==> config.mk <==
export PLATFORM = sky130hd
export DESIGN_NAME = uab_autobaud_wake
export DESIGN_NICKNAME = d
export VERILOG_FILES = /design/src/hdl/uab_pkg.sv /design/src/hdl/uab_autobaud_wake.sv
export SDC_FILE = /design/constraint.sdc
export NUM_CORES = 1
export LEC_CHECK = 0
export BUFFER_PORTS_ARGS = -buffer_cell sky130_fd_sc_hd__clkbuf_2
export CAP_MARGIN = 10
export CORE_ASPECT_RATIO = 0.75
export CORE_MARGIN = 2
export CORE_UTILIZATION = 55
export DETAILED_ROUTE_END_ITERATION = 10
export GPL_ROUTABILITY_DRIVEN = 0
export PLACE_DENSITY = 0.92
export SLEW_MARGIN = 20
export SYNTH_ARGS = -nofsm -noshare
export SYNTH_HDL_FRONTEND = slang
export SYNTH_SLANG_ARGS = --single-unit
==> constraint.sdc <==
create_clock -name clk -period 5.1 [get_ports clk]
set_input_delay 0.51 -clock clk [delete_from_list [all_inputs] [get_ports clk]]
set_output_delay 0.51 -clock clk [all_outputs]
set_load 0.05 [all_outputs]
==> src/hdl/uab_pkg.sv <==
/*
 * uab_pkg: constants shared by the autobaud / wake-on-break block.
 * assumes: single 100 MHz clock domain, active-low asynchronous reset.
 */
package uab_pkg;

   // ************************************************************
   // base clock prescale figures
   // ************************************************************
   // oscillator divide of the baud base clock per select pair
   localparam int unsigned BaseDivSlow = 64;   // 00
   localparam int unsigned BaseDivMid = 16;    // 01 or 10
   localparam int unsigned BaseDivFast = 4;    // 11
   // calibration counter runs at base clock / 8
   localparam int unsigned CalibDivide = 8;
   // counter width of the divisor pair
   localparam int unsigned DivisorWidth = 16;
   // prescaler counter width (512 max)
   localparam int unsigned PrescaleWidth = 10;
   // rising edges in a sync character
   localparam logic [2:0] SyncRiseCount = 3'h5;
   // calibration counter start value
   localparam logic [15:0] CalibStart = 16'h0001;
   // reset values
   localparam logic [15:0] DivisorReset = 16'h0000;

   // calibration sequencer states
   typedef enum logic [1:0] {
      CAL_IDLE = 2'b00,   // not calibrating
      CAL_START = 2'b01,  // waiting for start bit fall
      CAL_FIRST = 2'b10,  // waiting for first rise
      CAL_COUNT = 2'b11   // counting rises 2..5
   } uab_cal_e;

endpackage : uab_pkg

==> src/hdl/uab_autobaud_wake.sv <==
/*
 * uab_autobaud_wake: receive-side support of a serial port unit.
 * holds autobaud calibration of the baud divisor, overflow detect and
 * wake-on-break detection of the serial receive line.
 * assumes: serialReceiveLine synchronous to clk; control bits and
 * strobes come from a register front end outside; sleep modelled by
 * an input flag (clk keeps running in this model).
 */
module uab_autobaud_wake (
   // clock and reset
   input wire logic clk,
   input wire logic resetn,
   // serial line
   input wire logic serialReceiveLine,
   // control bits written by software
   input wire logic autobaudEnableSet,    // pulse: set enable
   input wire logic autobaudEnableClear,  // pulse: clear enable
   input wire logic wakeOnBreakEnableSet, // pulse: set enable
   input wire logic overflowFlagClear,    // pulse: clear overflow
   input wire logic wideDivisorSelect,
   input wire logic highSpeedSelect,
   input wire logic synchronousMode,
   input wire logic sleepMode,
   // divisor write by software
   input wire logic divisorWrite,         // pulse
   input wire logic [15:0] divisorWriteData,
   // receive data register read strobe
   input wire logic receiveDataRead,      // pulse
   // receiver side: character received by the normal datapath
   input wire logic receiverCharDone,     // pulse
   input wire logic receiverBusy,         // level
   // status outputs
   output logic autobaudEnable,
   output logic autobaudOverflowFlag,
   output logic wakeOnBreakEnable,
   output logic receiveInterruptFlag,
   output logic receiveIdleFlag,
   output logic wakeRequest,
   // to the normal receiver
   output logic receiverHold,             // receiver forced idle
   output logic [15:0] baudDivisor
);

   // ************************************************************
   // line edge detect
   // ************************************************************
   logic rxLast;       // previous line level
   logic rxRise;
   logic rxFall;

   // line sampled on every rising clock edge; inputs are already synchronous
   always_ff @(posedge clk or negedge resetn) begin
      if (!resetn) begin
         rxLast <= 1'b1;
      end else begin
         rxLast <= serialReceiveLine;
      end
   end

   assign rxRise = serialReceiveLine & ~rxLast;
   assign rxFall = ~serialReceiveLine & rxLast;

   // ************************************************************
   // calibration clock prescaler
   // ************************************************************
   logic [uab_pkg::PrescaleWidth-1:0] prescale;
   logic [uab_pkg::PrescaleWidth-1:0] prescaleLast;
   logic calibTick;

   // osc/512, /128, /32 depending on the select pair
   function automatic logic [uab_pkg::PrescaleWidth-1:0] calib_period(
      input logic wide, input logic high);
      int unsigned base;
      if (wide & high) begin
         base = uab_pkg::BaseDivFast;
      end else if (wide | high) begin
         base = uab_pkg::BaseDivMid;
      end else begin
         base = uab_pkg::BaseDivSlow;
      end
      return uab_pkg::PrescaleWidth'(base * uab_pkg::CalibDivide - 1);
   endfunction : calib_period

   assign prescaleLast = calib_period(wideDivisorSelect, highSpeedSelect);
   assign calibTick = (prescale == prescaleLast);

   // ************************************************************
   // calibration sequencer
   // ************************************************************
   uab_pkg::uab_cal_e calState;
   uab_pkg::uab_cal_e next_calState;
   logic [2:0] riseCount;     // rises seen inside the count
   logic calibDone;           // fifth rising edge this cycle
   logic breakPending;        // wake armed together with autobaud

   // measurement delayed past a break while wake is armed
   assign breakPending = wakeOnBreakEnable;

   assign calibDone = (calState == uab_pkg::CAL_COUNT) && rxRise &&
                      (riseCount == uab_pkg::SyncRiseCount - 3'h1);

   // next state of the sequencer
   always_comb begin
      next_calState = calState;
      unique case (calState)
         uab_pkg::CAL_IDLE: begin
            if (autobaudEnableSet) begin
               next_calState = uab_pkg::CAL_START;
            end
         end
         uab_pkg::CAL_START: begin
            // start bit fall, not the break's own fall
            if (rxFall && !breakPending) begin
               next_calState = uab_pkg::CAL_FIRST;
            end
         end
         uab_pkg::CAL_FIRST: begin
            if (rxRise) begin
               next_calState = uab_pkg::CAL_COUNT;
            end
         end
         uab_pkg::CAL_COUNT: begin
            if (calibDone) begin
               next_calState = uab_pkg::CAL_IDLE;
            end
         end
      endcase
      // software abort: receiver then sees later falls
      // a set in the same cycle wins, as it does for the enable bit,
      // so the state never disagrees with autobaudEnable
      if (autobaudEnableClear && !autobaudEnableSet) begin
         next_calState = uab_pkg::CAL_IDLE;
      end else if (autobaudEnableSet && calibDone) begin
         next_calState = uab_pkg::CAL_START;
      end
   end

   // sequencer state register
   always_ff @(posedge clk or negedge resetn) begin
      if (!resetn) begin
         calState <= uab_pkg::CAL_IDLE;
      end else begin
         calState <= next_calState;
      end
   end

   // rises counted during the timed span
   always_ff @(posedge clk or negedge resetn) begin
      if (!resetn) begin
         riseCount <= 3'h0;
      end else if (calState == uab_pkg::CAL_FIRST && rxRise) begin
         riseCount <= 3'h1;
      end else if (calState == uab_pkg::CAL_COUNT && rxRise) begin
         riseCount <= riseCount + 3'h1;
      end
   end

   // prescaler only runs while counting, restarts at the first rise
   always_ff @(posedge clk or negedge resetn) begin
      if (!resetn) begin
         prescale <= '0;
      end else if (calState != uab_pkg::CAL_COUNT || calibTick) begin
         prescale <= '0;
      end else begin
         prescale <= prescale + 1'b1;
      end
   end

   // ************************************************************
   // divisor pair and overflow
   // ************************************************************
   logic counting;
   assign counting = (calState == uab_pkg::CAL_COUNT);

   // one 16-bit counter whatever the wide select
   // starts at one, wraps and keeps going past overflow
   // value left in place is used by the receiver afterwards
   always_ff @(posedge clk or negedge resetn) begin
      if (!resetn) begin
         baudDivisor <= uab_pkg::DivisorReset;
      end else if (calState == uab_pkg::CAL_FIRST && rxRise) begin
         baudDivisor <= uab_pkg::CalibStart;
      end else if (counting && calibTick) begin
         baudDivisor <= baudDivisor + 16'h0001;
      end else if (divisorWrite && !counting) begin
         baudDivisor <= divisorWriteData;
      end
   end

   logic overflowEvent;
   assign overflowEvent = counting && calibTick && (&baudDivisor) &&
                          !calibDone;

   // sticky overflow; the set wins over a software clear
   always_ff @(posedge clk or negedge resetn) begin
      if (!resetn) begin
         autobaudOverflowFlag <= 1'b0;
      end else if (overflowEvent) begin
         autobaudOverflowFlag <= 1'b1;
      end else if (overflowFlagClear) begin
         autobaudOverflowFlag <= 1'b0;
      end
   end

   // enable bit: set by software, cleared at completion
   always_ff @(posedge clk or negedge resetn) begin
      if (!resetn) begin
         autobaudEnable <= 1'b0;
      end else if (autobaudEnableSet) begin
         autobaudEnable <= 1'b1;
      end else if (calibDone || autobaudEnableClear) begin
         autobaudEnable <= 1'b0;
      end
   end

   // ************************************************************
   // wake on break
   // ************************************************************
   logic wakeFall;   // wake event this cycle
   logic wakeEnd;    // break-ending rise this cycle
   logic wakeSeen;   // fall taken, waiting for the rise

   // asynchronous mode only
   assign wakeFall = wakeOnBreakEnable && !wakeSeen && rxFall &&
                     !synchronousMode;
   // any rise ends the low time, even inside a data char
   assign wakeEnd = wakeOnBreakEnable && wakeSeen && rxRise;

   // wake enable set by software, cleared by hardware
   always_ff @(posedge clk or negedge resetn) begin
      if (!resetn) begin
         wakeOnBreakEnable <= 1'b0;
      end else if (wakeOnBreakEnableSet && !synchronousMode) begin
         wakeOnBreakEnable <= 1'b1;
      end else if (wakeEnd) begin
         wakeOnBreakEnable <= 1'b0;
      end
   end

   // tracks the low phase of the break
   always_ff @(posedge clk or negedge resetn) begin
      if (!resetn) begin
         wakeSeen <= 1'b0;
      end else if (wakeFall) begin
         wakeSeen <= 1'b1;
      end else if (wakeEnd || !wakeOnBreakEnable) begin
         wakeSeen <= 1'b0;
      end
   end

   // wake request to the power controller, pulse while asleep
   always_ff @(posedge clk or negedge resetn) begin
      if (!resetn) begin
         wakeRequest <= 1'b0;
      end else begin
         wakeRequest <= wakeFall && sleepMode;
      end
   end

   // ************************************************************
   // receive interrupt flag and idle flag
   // ************************************************************
   // sleep here only differs in the wake request; the clock is kept
   // running in this model, so the flag is always set synchronously
   always_ff @(posedge clk or negedge resetn) begin
      if (!resetn) begin
         receiveInterruptFlag <= 1'b0;
      end else if (calibDone || overflowEvent || wakeFall ||
                   receiverCharDone) begin
         receiveInterruptFlag <= 1'b1;
      end else if (receiveDataRead) begin
         receiveInterruptFlag <= 1'b0;
      end
   end

   // receiver held idle during calibration and wake
   assign receiverHold = (calState != uab_pkg::CAL_IDLE) ||
                         wakeOnBreakEnable;

   // idle flag low through calibration, high at the fifth rise
   always_ff @(posedge clk or negedge resetn) begin
      if (!resetn) begin
         receiveIdleFlag <= 1'b1;
      end else begin
         receiveIdleFlag <= (next_calState == uab_pkg::CAL_IDLE) &&
                            !receiverBusy;
      end
   end

endmodule : uab_autobaud_wake

==> summary.txt, run 1 <==
Total Neg Setup Slack: 0 ns
Setup CP Type: reg -> reg
Reg2Reg Depth: 6
CP delay by family, top: simple AND/OR/NAND/NOR gates
DR WL/cell: 15.7 µm
Number of synthesized flops with an enable pin: 0
Vias per inst: 6.02
Avg Cell Area, Syn: 9.36 µm²
Core area: 4050 µm²
DR WL met2: 2640 µm
Pre-CTS setup slack: 2.61 ns
Rows: 20
CP max FO: 25
Hold Path Stages: 2
Top Ports: 54
Met1 WL: 2530 µm
Worst-path clk slew: 0.08 ns
HP Class: in -> reg
Layout net count: 335
Worst path cell trace: ha_1, and4_1, and3_1, o211ai_4, or4_4, o22ai_2
Multi-input logic area: 1240 µm²
Total Wirelength: 5580 µm
Crit. End Element: register
Initial antenna violation count: 0
Fmax: 407 MHz
Post-CTS sizing: 0
H-tree depth: 2
Final Hold Vio Count: 0
Antenna viol nets, final: 0
Synth area leader: dfrtp_1
Final period utilization: 48.1%
Skew final: 0.00662 ns
Share of layout cells above drive strength 1: 23.9%
FILL cells: 325
Post-Syn Area: 2320 µm²
Setup WS post-layout: 2.65 ns
Total CTS buffers: 5
Ys async rst share: 100%
#FFs+latches synth: 39
Top cell type's share of synthesized area: 39.9%
Tot GR Track Use: 24.5%
Least-Margin Pin Slew: 0.960 ns
Syn nets: 283
Area growth, synth to finish: 17.3%
Root buffer cell: clkbuf_8
Crit path time final: 2.45 ns
CP startpoint kind: register
WP data arrival: 2.67 ns
CTS Hold Buffers Added: 0
Total die area: 4760 µm²
Worst path slowest cell: or4_4
TritonRoute pass-1 iters: 5
Initial drt markers: 243
Reg2reg setup slack: 2.65 ns
# clock sinks: 39
Ranking of synthesized cells by area: dfrtp_1 40%, mux2i_1 6.5%, nor2_1 4.4%, and3_1 3.0%, o21ai_0 2.8%
Clk buf depth: 2
Sequential cell area: 978 µm²
Leading register cell type out of synthesis: dfrtp_1
Die Width: 79.0 µm
CTS tree: done
Cells after synthesis: 248
Total gr overflow: 0
First-pass GRT wire length: 8950 µm
Die Y: 60.3 µm
Final setup fails: 0
Fin. max-slew vios: 0
Worst VDD drop: 0.000196 V
DR WL met3: 317 µm
Vias in the first global route: 1,933
Max Used Layer: met4
DP HPWL: 4000 µm
Antenna diode count: 0
Initial core utilization: 57.3%
Yosys cell types: 47
Synthesis warning total: 0
Pleak: 1.35 nW
PD cells: 348 nW/µm²
Via count: 2,144
Unrepaired setup endpoints after global routing: false
Max incr delay on CP: 0.65 ns
Largest net degree at the start of global routing: 40
Worst slew margin: 36.0%
Clk_lat worst skew: 0.30 ns
Max-cap violations: 0
Critical Path RT: 5.32 ns
DR DRC count: 0
Buffers added on ports: 53
Setup Fix Bufs, Post-CTS: 0
Worst path depth: 6
Status: completed
Critical path buffer and inverter count: 0
Post-synthesis sequential area ratio: 42.2%
==> cells by family after synthesis <==
group           after synthesis  share of synthesized area [%]
compound gates               63                           19.2
buf+inv                      25                           4.37
fa+ha+maj                     4                           2.16
flops                        39                           42.2
simple gates                 93                           22.2
mux                          15                           6.47
xor+xnor                      9                           3.40
==> Yosys cell counts, types with 5 or more instances <==
library cell  number
dfrtp_1           37
nor2_1            27
inv_1             17
mux2i_1           15
nand2_1           15
o21ai_0           13
a21oi_1           12
and3_1            11
o22ai_1           10
o2bb2ai_1          7
and2_1             6
nand3_1            6
nor2b_1            6
nor3_1             5
xor2_1             5
==> layer usage <==
metal  vias to the layer above  track usage [%]
met1                      1044             33.8
met4                         0             7.39
met3                        13             4.38
met5                         -                0
met2                        82             40.0
li1                       1005                -
==> state kept, by name (all words and copies together), names as in the netlist <==
signal,cells
baudDivisor,16
prescale,10
riseCount,3
calState,2
autobaudEnable,1
autobaudOverflowFlag,1
receiveIdleFlag,1
receiveInterruptFlag,1
rxLast,1
wakeOnBreakEnable,1
wakeRequest,1
wakeSeen,1
==> layout by cell type, fill, tap and decap left out, drive strengths merged, types with 7 or more instances in the layout <==
cell type / n
clkbuf: 60
dfrtp: 37
nor2: 27
inv: 17
nand2: 15
mux2i: 15
o21ai: 14
a21oi: 12
o22ai: 12
and3: 11
o2bb2ai: 7
==> power breakdown <==
| group | leakage, nW | internal, mW | switching, mW | total, mW |
|---|---|---|---|---|
| clock network | 0.0505 | 0.123 | 0.115 | 0.238 |
| logic | 0.811 | 0.0861 | 0.213 | 0.299 |
| registers | 0.491 | 0.353 | 0.0577 | 0.411 |
| total | 1.35 | 0.562 | 0.385 | 0.947 |
==> layout make-up <==
type                            instances  area share, %
Multi-Input combinational cell        184           45.6
Sequential cell                        39           36.0
Timing Repair Buffer                   53           9.75
Clock buffer                            7           3.54
Tap cell                               55           2.53
Inverter                               17           2.34
Clock inverter                          1          0.276
==> through the flow <==
stage               power (mW)  hold WS, ns  area (µm²)  cells  utilization, %
detailed placement       0.711        0.471        2620    348            64.6
finish                   0.947        0.328        2720    356            67.1
floorplan                0.618        0.214        2320    248               -
CTS                      0.945        0.332        2720    356            67.1
global placement         0.696        0.465        2620    348            64.6
global route             0.988        0.333        2720    356            67.1
==> worst paths after layout <==
check	startpoint	endpoint
worst min register to register	autobaudEnable$_DFFE_PN0P_	autobaudEnable$_DFFE_PN0P_
worst max-delay path	prescale[0]$_DFF_PN0_	autobaudOverflowFlag$_DFFE_PN0P_
worst max register to register	prescale[0]$_DFF_PN0_	autobaudOverflowFlag$_DFFE_PN0P_
worst min-delay path	receiverBusy	receiveIdleFlag$_DFF_PN1_
min in group asynchronous	resetn	prescale[8]$_DFF_PN0_
max in group asynchronous	resetn	baudDivisor[9]$_DFFE_PN0P_
No activity file was read; power rests on OpenSTA's default activity.
==> inputs of run 2 (changes only) <==
--- a/config.mk
+++ b/config.mk
@@ -9,10 +9,10 @@
 export CAP_MARGIN = 10
 export CORE_ASPECT_RATIO = 0.75
 export CORE_MARGIN = 2
-export CORE_UTILIZATION = 55
+export CORE_UTILIZATION = 54
 export DETAILED_ROUTE_END_ITERATION = 10
 export GPL_ROUTABILITY_DRIVEN = 0
-export PLACE_DENSITY = 0.92
+export PLACE_DENSITY = 0.91
 export SLEW_MARGIN = 20
 export SYNTH_ARGS = -nofsm -noshare
 export SYNTH_HDL_FRONTEND = slang
==> constraint.sdc (replaced) <==
create_clock -name clk -period 2.5 [get_ports clk]
set_input_delay 0.25 -clock clk [delete_from_list [all_inputs] [get_ports clk]]
set_output_delay 0.25 -clock clk [all_outputs]
set_load 0.05 [all_outputs]
==> summary.txt, run 2 (same netlist as run 1, synthesis figures left out) <==
Setup Fix Bufs, Post-CTS: 0
Vias in the first global route: 1,885
Via count: 2,109
Rows: 20
Antenna viol nets, final: 0
Tot GR Track Use: 24.1%
Largest net degree at the start of global routing: 40
Total die area: 4840 µm²
Total Neg Setup Slack: 0 ns
Final Hold Vio Count: 0
Pleak: 1.38 nW
CP startpoint kind: register
Top Ports: 54
Final setup fails: 0
CTS tree: done
Fmax: 458 MHz
CP max FO: 19
Total CTS buffers: 5
Largest Register: baudDivisor
First-pass GRT wire length: 8910 µm
Initial drt markers: 167
Share of layout cells above drive strength 1: 24.9%
Max incr delay on CP: 0.41 ns
Buffers added on ports: 53
Layout net count: 339
WP data arrival: 2.35 ns
Worst-path clk slew: 0.08 ns
Setup CP Type: reg -> reg
Max FFs per register: 16
PD cells: 716 nW/µm²
TritonRoute pass-1 iters: 4
DP HPWL: 4040 µm
Worst slew margin: 35.5%
Unrepaired setup endpoints after global routing: false
Root buffer cell: clkbuf_8
Worst path slowest cell: dfrtp_1
# clock sinks: 39
Vias per inst: 5.86
Max-cap violations: 0
Most frequent cells in the layout: 53 x clkbuf_2, 37 x dfrtp_1, 27 x nor2_1, 17 x inv_1
Least-Margin Pin Slew: 0.967 ns
Fin. max-slew vios: 0
HP Class: in -> async
Die Y: 60.8 µm
Antenna diode count: 0
CTS Hold Buffers Added: 0
Biggest registers after layout: baudDivisor x16, prescale x10, riseCount x3
Clk_lat worst skew: 0.30 ns
Core area: 4080 µm²
Critical Path RT: 2.66 ns
Total Wirelength: 5550 µm
FILL cells: 333
Hold_ws: 0.0830 ns
Crit. End Element: register
Initial antenna violation count: 0
DR DRC count: 0
Clk buf depth: 2
H-tree depth: 2
Post-CTS sizing: 0
Die Width: 79.7 µm
DR WL/cell: 15.4 µm
Final period utilization: 87.4%
Worst path cell trace: ha_1, and4_1, and3_1, o211ai_4, buf_4, mux2i_1, o2bb2ai_1
Most common cell after layout, fill and taps aside: clkbuf_2
Initial core utilization: 56.9%
Total gr overflow: 0
Worst VDD drop: 0.000392 V
Skew final: 0.00680 ns
Crit path time final: 2.19 ns
Area growth, synth to finish: 18.9%
Status: completed
[run 2: per-layer routing]
metal	global-route usage, %	share of wire [%]	vias to the layer above
met4	5.91	1.5	0
met5	0	0	-
met2	37.8	46	72
met1	34.0	46	1012
met3	6.25	6.6	8
li1	-	-	1017
[run 2: worst max-delay path: cells and delay by family, from the launching register on]
family | cells | cell delay [ns]
AO/OA/AOI/OAI | 2 | 0.27
adder cells (fa/ha/maj) | 1 | 0.24
buffers and inverters | 1 | 0.33
flip-flops | 1 | 0.41
multiplexers | 1 | 0.32
AND/OR/NAND/NOR | 2 | 0.45
[run 2: final timing paths]
path,start,to,slack [ns],cells past startpoint
max,prescale[0]$_DFF_PN0_,baudDivisor[14]$_DFFE_PN0P_,0.31,7
min,resetn,baudDivisor[5]$_DFFE_PN0P_,0.08,1
max reg2reg,prescale[0]$_DFF_PN0_,baudDivisor[14]$_DFFE_PN0P_,0.31,7
min reg2reg,autobaudEnable$_DFFE_PN0P_,autobaudEnable$_DFFE_PN0P_,0.49,1
max in group asynchronous,resetn,baudDivisor[6]$_DFFE_PN0P_,1.81,1
min in group clk,receiverBusy,receiveIdleFlag$_DFF_PN1_,0.08,2
[run 2: power breakdown]
part / internal, mW / switching (mW)
combinational: 0.176 / 0.431
clock: 0.297 / 0.239
sequential: 0.720 / 0.114
total: 1.19 / 0.784
[run 2: metrics by stage]
stage / std cells / setup WS, ns / instance area, µm² / power [mW] / utilization, %
6_report: 360 / 0.315 / 2760 / 1.98 / 67.7
5_1_grt: 360 / 0.202 / 2760 / 2.07 / 67.7
4_1_cts: 360 / 0.338 / 2760 / 1.98 / 67.7
3_5_place_dp: 352 / 0.419 / 2650 / 1.45 / 64.9
3_3_place_gp: 352 / 0.494 / 2650 / 1.42 / 64.9
2_1_floorplan: 248 / 0.355 / 2320 / 1.26 / -
[run 2: final cells by class]
class / count / area, µm² / area share [%]
Timing Repair Buffer: 57 / 295 / 10.7
Clock inverter: 3 / 43.8 / 1.59
Tap cell: 55 / 68.8 / 2.49
Clock buffer: 5 / 68.8 / 2.49
Multi-Input combinational cell: 184 / 1240 / 45.0
Inverter: 17 / 63.8 / 2.31
Sequential cell: 39 / 978 / 35.4
==> inputs of run 3 (changes only) <==
--- a/config.mk
+++ b/config.mk
@@ -5,14 +5,14 @@
 export SDC_FILE = /design/constraint.sdc
 export NUM_CORES = 1
 export LEC_CHECK = 0
-export BUFFER_PORTS_ARGS = -buffer_cell sky130_fd_sc_hd__clkbuf_2
+export BUFFER_PORTS_ARGS = -buffer_cell sky130_fd_sc_hd__buf_2
 export CAP_MARGIN = 10
 export CORE_ASPECT_RATIO = 0.75
 export CORE_MARGIN = 2
-export CORE_UTILIZATION = 54
+export CORE_UTILIZATION = 49
 export DETAILED_ROUTE_END_ITERATION = 10
 export GPL_ROUTABILITY_DRIVEN = 0
-export PLACE_DENSITY = 0.91
+export PLACE_DENSITY = 0.88
 export SLEW_MARGIN = 20
 export SYNTH_ARGS = -nofsm -noshare
 export SYNTH_HDL_FRONTEND = slang
==> constraint.sdc (replaced) <==
create_clock -name clk -period 2 [get_ports clk]
set_input_delay 0.2 -clock clk [delete_from_list [all_inputs] [get_ports clk]]
set_output_delay 0.2 -clock clk [all_outputs]
set_load 0.05 [all_outputs]
==> summary.txt, run 3 (same netlist as run 1, synthesis figures left out) <==
Vias in the first global route: 2,045
H-tree depth: 2
Via count: 2,159
Clk buf depth: 2
CP startpoint kind: register
CP max FO: 4
Status: completed
Crit path time final: 1.88 ns
Multi-input logic area: 1250 µm²
Worst-path clk slew: 0.08 ns
Worst VDD drop: 0.000475 V
Combinational power share: 30.4%
DR DRC count: 0
Clk_lat worst skew: 0.30 ns
HP Class: in -> reg
DR WL met3: 309 µm
PD cells: 893 nW/µm²
Antenna diode count: 0
CTS tree: done
Antenna viol nets, final: 0
Most common cell after layout, fill and taps aside: buf_2
Setup CP Type: reg -> reg
Final period utilization: 94.2%
Top Ports: 54
Critical Path RT: 2.23 ns
Fin. max-slew vios: 0
Die Width: 83.5 µm
Reg2Reg Depth: 6
Sequential cell area: 981 µm²
FILL cells: 384
Pleak: 1.45 nW
Total CTS buffers: 5
Total Neg Setup Slack: 0 ns
Total gr overflow: 0
Initial antenna violation count: 0
Initial drt markers: 194
Tot GR Track Use: 22.4%
Max-cap violations: 0
Share of layout cells above drive strength 1: 29.6%
DR WL met2: 2530 µm
First-pass GRT wire length: 9590 µm
Most frequent cells in the layout: 53 x buf_2, 35 x dfrtp_1, 27 x nor2_1, 18 x buf_4, 17 x inv_1
Final Hold Vio Count: 0
Met1 WL: 2720 µm
Tot Pwr: 2.61 mW
Crit. End Element: register
Fmax: 531 MHz
Largest Register: baudDivisor
Largest net degree at the start of global routing: 18
DP HPWL: 4270 µm
Rows: 21
Crit Reg-Reg Endpoint: receiveInterruptFlag$_DFFE_PN0P_
Buffers added on ports: 53
Unrepaired setup endpoints after global routing: false
WP data arrival: 2.12 ns
Total Wirelength: 5620 µm
# clock sinks: 39
Worst slew margin: 52.9%
Root buffer cell: clkbuf_8
Area growth, synth to finish: 25.9%
Reg2reg setup slack: 0.12 ns
Hold Path Stages: 2
DR WL/cell: 14.9 µm
P_sw: 961 µW
Vias per inst: 5.71
Biggest registers after layout: baudDivisor x16, prescale x10, riseCount x3
Final setup fails: 0
Total die area: 5310 µm²
Clock Power Share: 30.0%
Hold Path Origin: receiverBusy
TritonRoute pass-1 iters: 5
Max FFs per register: 16
Initial core utilization: 51.4%
Skew final: 0.0116 ns
Least-Margin Pin Slew: 0.706 ns
Hold_ws: 0.0257 ns
Hold EP: receiveIdleFlag$_DFF_PN1_
Core area: 4520 µm²
Layout net count: 355
Max Used Layer: met4
Int Pwr: 1.65 mW
Proportion of power drawn by flip-flops and latches: 39.5%
Switching Fraction: 36.8%
Die Y: 63.6 µm
RR Startpoint: prescale[0]$_DFF_PN0_
[run 3: cell count changes in the layout (fill, tap and decap cells not counted), sizes merged]
cell         change
clkinv           -2
bufinv           +1
buf             +68
dlygate4sd3      +1
clkbuf          -52
[run 3: metrics by stage]
stage	cell area [µm²]	std cells	worst slack (ns)	utilization [%]
CTS	2900	377	0.0343	64.2
finish	2920	378	0.116	64.6
global placement	2760	368	0.123	61.0
floorplan	2320	248	0.0242	-
global route	2920	378	0.0112	64.6
detailed placement	2760	368	0.0345	61.0
[run 3: layout make-up]
cell class / instances / area share (%)
multi-input combinational: 184 / 42.8
inverter: 17 / 2.18
timing repair buffer: 73 / 14.4
clock inverter: 2 / 2.06
sequential: 39 / 33.6
clock buffer: 6 / 2.48
tap: 57 / 2.44
[run 3: how the worst max path moves through the flow]
stage                                           from                               end  slack (ns)
final                          prescale[0]$_DFF_PN0_  receiveInterruptFlag$_DFFE_PN0P_        0.12
after global routing           prescale[0]$_DFF_PN0_  receiveInterruptFlag$_DFFE_PN0P_        0.01
after CTS                      prescale[0]$_DFF_PN0_  receiveInterruptFlag$_DFFE_PN0P_        0.03
after detailed placement       prescale[0]$_DFF_PN0_  receiveInterruptFlag$_DFFE_PN0P_        0.03
after global placement         prescale[0]$_DFF_PN0_  receiveInterruptFlag$_DFFE_PN0P_        0.12
after floorplan           baudDivisor[0]$_DFFE_PN0P_  receiveInterruptFlag$_DFFE_PN0P_        0.02
[run 3: critical path, stage by stage, from the launching register on]
cell and delay [ns]:
dfrtp_1 0.39, ha_2 0.21, and4_4 0.26, and3_4 0.20, o211ai_4 0.09, or4_4 0.56
nand4b_1 0.11
[run 3: power groups by stage]
stage	clock, mW	sequential (mW)	combinational, mW
2_1_floorplan	0	1.28	0.296
3_3_place_gp	0	1.04	0.772
3_5_place_dp	0	1.04	0.790
4_1_cts	0.787	1.03	0.794
5_1_grt	0.840	1.05	0.866
6_report	0.784	1.03	0.794
[run 3: what timing repair did]
action | 4_1_cts | 5_1_grt
endpoints found under the setup margin | 0 | 15
hold endpoints to repair | 12 | 0
hold buffers | 1 | 0
resized for setup | 0 | 5
buffers inserted | 0 | 1
[run 3: metal layers]
metal	vias up	track usage, %
li1	1045	-
met1	1038	32.5
met2	69	34.5
met3	7	3.93
met4	0	6.85
met5	-	0
